### src/common/asr_pkg.sv
// Purpose: Shared constants for the static memory host controller
// Assumes: 100 MHz system clock
// Notes: Times are in ns; cycle counts are derived from them
package asr_pkg;
  localparam int ASR_CLK_NS = 10;
  localparam int ASR_ADDR_W = 13;
  localparam int ASR_DATA_W = 8;
  localparam int ASR_DEPTH = 8192;
  // Least times round up, never below one cycle
  function automatic int asr_cyc_min(input int t_ns);
    int c;
    c = (t_ns + ASR_CLK_NS - 1) / ASR_CLK_NS;
    return (c < 1) ? 1 : c;
  endfunction
  localparam int ASR_READ_CYCLE_MIN_NS = 85;
  localparam int ASR_READ_ACCESS_NS = 85;
  localparam int ASR_WRITE_CYCLE_NS = 85;
  localparam int ASR_STORE_PULSE_MIN_NS = 40;
  localparam int ASR_DATA_SETUP_NS = 35;
  localparam int ASR_DATA_HOLD_NS = 5;
  localparam int ASR_RECOVERY_AFTER_STORE_NS = 5;
  localparam int ASR_OUT_HIZ_NS = 35;
  localparam int ASR_DESELECT_BEFORE_RETENTION_NS = 0;
  localparam int ASR_RETENTION_EXIT_DELAY_NS = 85;
  localparam int ASR_READ_CYC = asr_cyc_min(ASR_READ_ACCESS_NS) + 1;
  localparam int ASR_STORE_CYC = asr_cyc_min(ASR_STORE_PULSE_MIN_NS);
  localparam int ASR_WCYC_CYC = asr_cyc_min(ASR_WRITE_CYCLE_NS);
  localparam int ASR_RECOV_CYC = asr_cyc_min(ASR_RECOVERY_AFTER_STORE_NS);
  localparam int ASR_HIZ_CYC = asr_cyc_min(ASR_OUT_HIZ_NS);
  localparam int ASR_RET_EXIT_CYC = asr_cyc_min(ASR_RETENTION_EXIT_DELAY_NS);
  localparam int ASR_CNT_W = 5;
  typedef enum {ASR_IDLE, ASR_RD, ASR_RD_HIZ, ASR_WR_SET, ASR_WR_PULSE, ASR_WR_REC,
    ASR_RET, ASR_RET_EXIT} asr_state_e;
endpackage

### src/common/asr_tmr_if.sv
// Purpose: Load/expire handshake between controller and its cycle timer
// Assumes: Single clock domain
// Notes: Load is a one-cycle pulse
interface asr_tmr_if;
  logic load;
  logic [asr_pkg::ASR_CNT_W-1:0] count;
  logic done;
  modport ctl (output load, output count, input done);
  modport tmr (input load, input count, output done);
endinterface

### src/logic/asr_host.sv
// Purpose: Host controller driving an asynchronous 8K x 8 static memory
// Assumes: 100 MHz clock; memory pins sampled synchronously
// Notes: One request at a time; all pin outputs come from flip-flops
// Notes on behaviour
// RQ1 - Memory holds 8192 words of 8 bits, 13-bit address, shared data bus.
// RQ2 - Deselected memory is in standby with data lines floating.
// RQ3 - Read: both selects on, store strobe high, drive enable low.
// RQ4 - Write happens only while both selects on and store strobe low.
// RQ5 - After a read the memory powers down and keeps data latched.
// RQ6 - Same word on consecutive reads stays glitch free.
// RQ7 - Host presents address before the last select is asserted; host sets address and selects on the same edge.
// RQ8 - Host keeps address driven while selected.
// RQ9 - Select timings count from later assert and first deassert.
// RQ10 - Read cycle at least 85 ns; data valid within 85 ns.
// RQ11 - Outputs float again within 35 ns; old data held 10 ns.
// RQ12 - Write cycle at least 85 ns; select and address 70 ns before end.
// RQ13 - Store strobe low 40 ns; data 35 ns before, 5 ns after end.
// RQ14 - Wait 5 ns recovery after write end before changing address.
// RQ15 - Select asserted with or after strobe fall keeps outputs floating.
// RQ16 - With drive enable low, outputs off within 35 ns of strobe.
// RQ17 - Outputs during such a write show the data written.
// RQ18 - After write and address change, outputs show next stored word.
// RQ19 - Host never drives data while the memory drives the bus.
// RQ20 - Deselect at full rail before supply drops for retention.
// RQ21 - After retention stay deselected one read cycle before access.
// RQ22 - Memory is clockless; contents undefined until written.
module asr_host
  import asr_pkg::*;
#(
  parameter int ADDR_W = ASR_ADDR_W,
  parameter int DATA_W = ASR_DATA_W
) (
  input wire logic I_CLK_SYS,
  input wire logic I_RST_B,
  input wire logic I_REQ,
  input wire logic I_REQ_WRITE,
  input wire logic [ADDR_W-1:0] I_REQ_ADDR,
  input wire logic [DATA_W-1:0] I_REQ_WDATA,
  input wire logic I_RET_ENTER,
  input wire logic I_RET_EXIT,
  input wire logic [DATA_W-1:0] I_MEM_DATA,
  output logic O_REQ_READY,
  output logic O_RD_VALID,
  output logic [DATA_W-1:0] O_RD_DATA,
  output logic O_WR_DONE,
  output logic O_RET_ACTIVE,
  output logic [ADDR_W-1:0] O_MEM_ADDR,
  output logic O_SELECT_ACTIVE_LOW_B,
  output logic O_SELECT_ACTIVE_HIGH,
  output logic O_DRIVE_EN_B,
  output logic O_STORE_B,
  output logic [DATA_W-1:0] O_MEM_DATA,
  output logic O_MEM_DATA_OE
);
  asr_state_e state_r;
  asr_tmr_if tmr ();
  logic load_r;
  logic [ASR_CNT_W-1:0] count_r;
  assign tmr.load = load_r;
  assign tmr.count = count_r;

  asr_timer u_timer (
    .i_clk(I_CLK_SYS),
    .i_rst_b(I_RST_B),
    .t(tmr)
  );

  // Phase sequencing; each phase except idle and retention loads the timer on entry
  always_ff @(posedge I_CLK_SYS or negedge I_RST_B) begin
    if (!I_RST_B) begin
      state_r <= ASR_IDLE;
      load_r <= 1'b0;
      count_r <= '0;
    end else begin
      load_r <= 1'b0;
      unique case (state_r)
        ASR_IDLE: begin
          if (I_RET_ENTER) begin
            state_r <= ASR_RET; // [RQ20]
          end else if (I_REQ && I_REQ_WRITE) begin
            state_r <= ASR_WR_SET;
            load_r <= 1'b1;
            count_r <= ASR_CNT_W'(ASR_WCYC_CYC - ASR_STORE_CYC - ASR_RECOV_CYC);
          end else if (I_REQ) begin
            state_r <= ASR_RD;
            load_r <= 1'b1;
            count_r <= ASR_CNT_W'(ASR_READ_CYC); // [RQ10]
          end
        end
        ASR_RD: begin
          if (tmr.done) begin
            state_r <= ASR_RD_HIZ;
            load_r <= 1'b1;
            count_r <= ASR_CNT_W'(ASR_HIZ_CYC); // [RQ11] [RQ19]
          end
        end
        ASR_WR_SET: begin
          if (tmr.done) begin
            state_r <= ASR_WR_PULSE;
            load_r <= 1'b1;
            count_r <= ASR_CNT_W'(ASR_STORE_CYC); // [RQ13]
          end
        end
        ASR_WR_PULSE: begin
          if (tmr.done) begin
            state_r <= ASR_WR_REC;
            load_r <= 1'b1;
            count_r <= ASR_CNT_W'(ASR_RECOV_CYC); // [RQ14]
          end
        end
        ASR_RET: begin
          if (I_RET_EXIT) begin
            state_r <= ASR_RET_EXIT;
            load_r <= 1'b1;
            count_r <= ASR_CNT_W'(ASR_RET_EXIT_CYC); // [RQ21]
          end
        end
        ASR_RD_HIZ, ASR_WR_REC, ASR_RET_EXIT: begin
          if (tmr.done) begin
            state_r <= ASR_IDLE;
          end
        end
      endcase
    end
  end

  // Pin drive; address changes and selects assert only in idle, never mid-cycle
  always_ff @(posedge I_CLK_SYS or negedge I_RST_B) begin
    if (!I_RST_B) begin
      O_MEM_ADDR <= '0; // [RQ8]
      O_SELECT_ACTIVE_LOW_B <= 1'b1;
      O_SELECT_ACTIVE_HIGH <= 1'b0; // [RQ2]
      O_DRIVE_EN_B <= 1'b1;
      O_STORE_B <= 1'b1;
      O_MEM_DATA <= '0;
      O_MEM_DATA_OE <= 1'b0;
    end else begin
      unique case (state_r)
        ASR_IDLE: begin
          if (I_REQ && !I_RET_ENTER) begin
            // Address and selects move together: valid no later than select
            O_MEM_ADDR <= I_REQ_ADDR; // [RQ7]
            O_SELECT_ACTIVE_LOW_B <= 1'b0;
            O_SELECT_ACTIVE_HIGH <= 1'b1; // [RQ9]
            O_DRIVE_EN_B <= I_REQ_WRITE; // [RQ3]
            O_STORE_B <= 1'b1;
            O_MEM_DATA <= I_REQ_WDATA;
            O_MEM_DATA_OE <= I_REQ_WRITE;
          end else begin
            O_SELECT_ACTIVE_LOW_B <= 1'b1;
            O_SELECT_ACTIVE_HIGH <= 1'b0;
          end
        end
        ASR_RD: begin
          if (tmr.done) begin
            O_SELECT_ACTIVE_LOW_B <= 1'b1;
            O_SELECT_ACTIVE_HIGH <= 1'b0;
            O_DRIVE_EN_B <= 1'b1;
          end
        end
        ASR_WR_SET: begin
          // Drive enable stays high so the memory never fights our data
          if (tmr.done) begin
            O_STORE_B <= 1'b0; // [RQ4] [RQ12]
          end
        end
        ASR_WR_PULSE: begin
          if (tmr.done) begin
            O_STORE_B <= 1'b1; // [RQ13]
            O_SELECT_ACTIVE_LOW_B <= 1'b1;
            O_SELECT_ACTIVE_HIGH <= 1'b0;
          end
        end
        ASR_WR_REC: begin
          if (tmr.done) begin
            O_MEM_DATA_OE <= 1'b0; // [RQ13]
          end
        end
        ASR_RET, ASR_RET_EXIT, ASR_RD_HIZ: begin
          // Full-rail deselect held across retention and its exit
          O_SELECT_ACTIVE_LOW_B <= 1'b1; // [RQ20]
          O_SELECT_ACTIVE_HIGH <= 1'b0;
          O_MEM_DATA_OE <= 1'b0;
        end
      endcase
    end
  end

  // Host-side status
  always_ff @(posedge I_CLK_SYS or negedge I_RST_B) begin
    if (!I_RST_B) begin
      O_REQ_READY <= 1'b0;
      O_RD_VALID <= 1'b0;
      O_RD_DATA <= '0;
      O_WR_DONE <= 1'b0;
      O_RET_ACTIVE <= 1'b0;
    end else begin
      O_REQ_READY <= (state_r == ASR_IDLE) && !I_REQ && !I_RET_ENTER;
      O_RD_VALID <= (state_r == ASR_RD) && tmr.done;
      if ((state_r == ASR_RD) && tmr.done) begin
        O_RD_DATA <= I_MEM_DATA; // [RQ10]
      end
      O_WR_DONE <= (state_r == ASR_WR_REC) && tmr.done;
      O_RET_ACTIVE <= (state_r == ASR_RET);
    end
  end
endmodule // asr_host

### src/logic/asr_timer.sv
// Purpose: Down counter that times each phase of a memory cycle
// Assumes: Count loaded is at least one
// Notes: done is high once the loaded number of cycles has passed
module asr_timer
  import asr_pkg::*;
(
  input wire logic i_clk,
  input wire logic i_rst_b,
  asr_tmr_if.tmr t
);
  logic [ASR_CNT_W-1:0] cnt_r;
  always_ff @(posedge i_clk or negedge i_rst_b) begin
    if (!i_rst_b) begin
      cnt_r <= '0;
    end else if (t.load) begin
      cnt_r <= t.count - ASR_CNT_W'(1);
    end else if (cnt_r != '0) begin
      cnt_r <= cnt_r - ASR_CNT_W'(1);
    end
  end
  assign t.done = (cnt_r == '0) && !t.load;
endmodule // asr_timer

### config.mk
export PLATFORM = sky130hd
export DESIGN_NAME = asr_host
export DESIGN_NICKNAME = d
export VERILOG_FILES = /design/src/common/asr_pkg.sv /design/src/common/asr_tmr_if.sv /design/src/logic/asr_host.sv /design/src/logic/asr_timer.sv
export SDC_FILE = /design/constraint.sdc
export NUM_CORES = 1
export LEC_CHECK = 0
export BUFFER_PORTS_ARGS = -buffer_cell sky130_fd_sc_hd__buf_4
export CORE_UTILIZATION = 49
export DETAILED_ROUTE_END_ITERATION = 7
export HOLD_SLACK_MARGIN = 0.12
export MAX_ROUTING_LAYER = met4
export PLACE_DENSITY = 0.78
export SETUP_SLACK_MARGIN = 0.4
export SYNTH_ARGS = -nofsm -noshare
export SYNTH_HDL_FRONTEND = slang
export SYNTH_SLANG_ARGS = --single-unit
### constraint.sdc
create_clock -name I_CLK_SYS -period 2.23 [get_ports I_CLK_SYS]
set_input_delay 0.3345 -clock I_CLK_SYS [delete_from_list [all_inputs] [get_ports I_CLK_SYS]]
set_output_delay 0.3345 -clock I_CLK_SYS [all_outputs]
set_load 0.01 [all_outputs]
==> key figures <==
Run status
  • Status: finished clean

Placed design
  • Area after DPL: 2770 um2
  • Routability cong.: about 0.85
  • Detail Placement HPWL: 3220 um
  • I/O Buffers: a little over 70
  • Dpl ws: 0.400 ns

Synthesis
  • Synth top area share: 0.555
  • FFs w/ async S/R, synth: 1.00
  • Yosys Warn Count: 0
  • Area leader, netlist: dfrtp_1
  • Register bit count reported by yosys: 51
  • Average cell area after synthesis: 13.0 um2
  • Post-synth cell types: between 40 and 50
  • Synth top area cells: dfrtp_1 55%, mux2_2 15%, dfstp_2 3.6%
  • Cell area after synthesis: 2160 um2
  • Mapped Nets: 202
  • Sequential element share of the synthesized area: 0.591
  • Count leader, synth: dfrtp_1
  • EDFF count, synth: 0
  • Synth Instances: ~170
  • Synth cell count leaders: 48 x dfrtp_1, 29 x mux2_2, 10 x nor2_1
  • Top_reg_cell synth: dfrtp_1

GRT
  • Largest net degree at the start of global routing: 52
  • First-pass GRT wire length: 7350 um
  • Antenna violations before repair: 0
  • Global Route met1 Usage: 0.281
  • Gr ovfl total: 0
  • GR Util met2: 0.343
  • Met3 Resource Use GR: 0.0533
  • Vias in the first global route: 1600
  • GRT Total Usage: 0.225
  • GR peak layer: met2

STA
  • Fin crit share: 0.792
  • Fmax: 566 MHz
  • Max Clock Skew: 0.00629 ns
  • Min cycle time layout: 1.77 ns
  • Worst-Margin Slew: roughly 0.63 ns
  • Setup violators final: 0
  • Relative slew margins: 0.582
  • Setup ws final: approximately 0.46 ns
  • Setup TNS: 0 ns
  • RSZ-0062 raised after global routing: true
  • Final hold vios: 0
  • Final Slew Violations: 0

Min path
  • Hold Path Stages: 2
  • Worst hold path startpoint: I_REQ
  • Hold EP: O_REQ_READY
  • Worst min-delay path category: in2reg

Power and ir drop
  • Cell Pwr Density: 1270 nW/um2
  • Flop pwr share: 0.433
  • Net switching power: approximately 1.3 mW
  • Clock power frac: 0.154
  • Total internal power: ~2.4 mW
  • Comb power frac: 0.413
  • Leak: approximately 1.4 nW
  • Switching Fraction: 0.343
  • VDD IR max: 0.708 mV

Worst setup path
  • Crit path DAT: 1.96 ns
  • Worst R2R Start: load_r
  • CP Buf/Inv Count: 0
  • R2r setup slk: 0.46 ns
  • CP Class: reg2reg
  • Crit-path cells: nor4_4 > a22oi_2 > o221ai_2 > mux2_2
  • Worst Reg-to-Reg Cells: 4
  • Critical path peak fanout: 8
  • Critical path's largest stage delay: 0.49 ns
  • Critical path capture point type: register
  • Crit-path slowest cell: dfrtp_2
  • CP required: 2.42 ns
  • CP delay by family, top: flip-flops
  • Reg2reg end: count_r[3]
  • Crit path launch type: register

Floorplan
  • Initial Utilization: 0.526
  • Ports: 73
  • # rows: 23
  • Die area: 4690 um2
  • Core Area: a little over 4000 um2
  • Die X: 68.5 um
  • Die Ht: between 60 and 70 um

Clock tree
  • Clock root buffer: clkbuf_8
  • CTS max path bufs: 2
  • Total CTS buffers: 5
  • Clk slew on worst S/H paths: approximately 0.09 ns
  • Worst-Skew Late Latency: 0.30 ns
  • Htree depth: 2
  • TritonCTS Sinks: between 50 and 60
  • CTS tree: yes

Route
  • Routed Antenna Nets: 0
  • Wire per inst: between 15 and 20 um
  • Pre-antenna DRT Iters: 4
  • Total number of vias: 1589
  • Initial DRC Count: around 160
  • Via-per-instance ratio: about 5.4
  • Final WL: 4540 um
  • DRC: 0

Flow run
  • Max-Cap Viols: 0

Cells and area
  • Design area: a little under 3000 um2
  • NumNets Final: 282
  • Area grow syn2layout: 34.6%
  • Antenna fix cells: 0
  • Layout cells sized above 1: 0.518
-- worst reg2reg max path: stages (launching register included) --
cell and delay, ns:
dfrtp_2 0.49, nor4_4 0.38, a22oi_2 0.14, o221ai_2 0.28, mux2_2 0.37
-- metal layers --
layer | up-vias | share of wire
met4 | 0 | 0.015
met1 | 770 | 0.44
met2 | 54 | 0.49
met3 | 5 | 0.057
met5 | - | 0
li1 | 760 | -
-- placed cells by master, fill, tap and decap left out, types with 2 or more instances in the layout --
cell and count:
o211ai_1 2, a2bb2oi_1 2, o22ai_1 5, dfstp_2 3, nor2b_1 2, clkbuf_8 7, o21ai_0 4, nor2_1 10
nor3_1 3, mux2_2 29, mux2i_1 4, a21oi_1 8, inv_1 6, o31ai_1 2, dfrtp_1 47, buf_4 80
xnor2_1 2, nand3_1 2, nand2_1 5
-- worst max path at each step --
stage / endpoint / slack (ns) / start / depth (start not counted)
finish: count_r[3] / 0.46 / load_r / 4
global route: count_r[3] / 0.38 / load_r / 4
CTS: count_r[3] / 0.43 / u_timer.cnt_r[3] / 4
detailed placement: O_MEM_DATA[4] / 0.40 / state_r[1] / 4
global placement: O_MEM_ADDR[2] / 0.47 / state_r[1] / 4
floorplan: count_r[3] / 0.55 / u_timer.cnt_r[3] / 4
-- area by class of cell --
| class | instances | area (um2) |
|---|---|---|
| Sequential cell | 51 | 1280 |
| Inverter | 6 | 22.5 |
| Clock buffer | 8 | 100 |
| Tap cell | 50 | 62.6 |
| Fill cell | 306 | 1200 |
| Timing Repair Buffer | 81 | 611 |
| Multi-Input combinational cell | 101 | 836 |
-- through the flow --
step	power [mW]	hold slack (ns)	instances	utilization
final	3.71	0.218	297	0.708
after global routing	3.95	0.214	297	0.708
after CTS	3.70	0.210	296	0.702
after detailed placement	3.11	0.394	286	0.674
after global placement	3.08	0.398	286	0.674
after floorplan	2.44	0.0389	166	-
-- sequential cells by signal, indices dropped and copies added, names as in the netlist --
register               cells
u_timer.cnt_r              5
state_r                    3
O_STORE_B                  1
O_RET_ACTIVE               1
O_MEM_DATA                 8
O_MEM_DATA_OE              1
count_r                    4
O_SELECT_ACTIVE_LOW_B      1
O_RD_VALID                 1
O_REQ_READY                1
O_DRIVE_EN_B               1
O_RD_DATA                  8
load_r                     1
O_MEM_ADDR                13
O_SELECT_ACTIVE_HIGH       1
O_WR_DONE                  1
-- repair_timing --
action,4_1_cts,5_1_grt
setup endpoints to repair,17,24
pin swaps,1,2
resized for setup,0,5
hold buffers,1,0
buffers inserted,1,1
endpoints found under the hold margin,48,0
-- cell families (layout without fill, tap and decap cells) --
group	after synthesis	after routing	synth area share
buffers and inverters	14	95	0.0289
adder cells (fa/ha/maj)	1	1	0.00578
flip-flops	51	51	0.591
XOR/XNOR	3	3	0.0121
AO/OA/AOI/OAI	32	32	0.102
multiplexers	34	34	0.176
AND/OR/NAND/NOR	31	31	0.0838
-- power by group through the flow --
| stage | registers, mW | logic [mW] | clock network, mW |
|---|---|---|---|
| final | 1.61 | 1.53 | 0.569 |
| after global routing | 1.64 | 1.68 | 0.629 |
| after CTS | 1.59 | 1.52 | 0.587 |
| after detailed placement | 1.60 | 1.51 | 0 |
| after global placement | 1.59 | 1.49 | 0 |
| after floorplan | 1.64 | 0.801 | 0 |
Power figures use the tool's default switching activity.
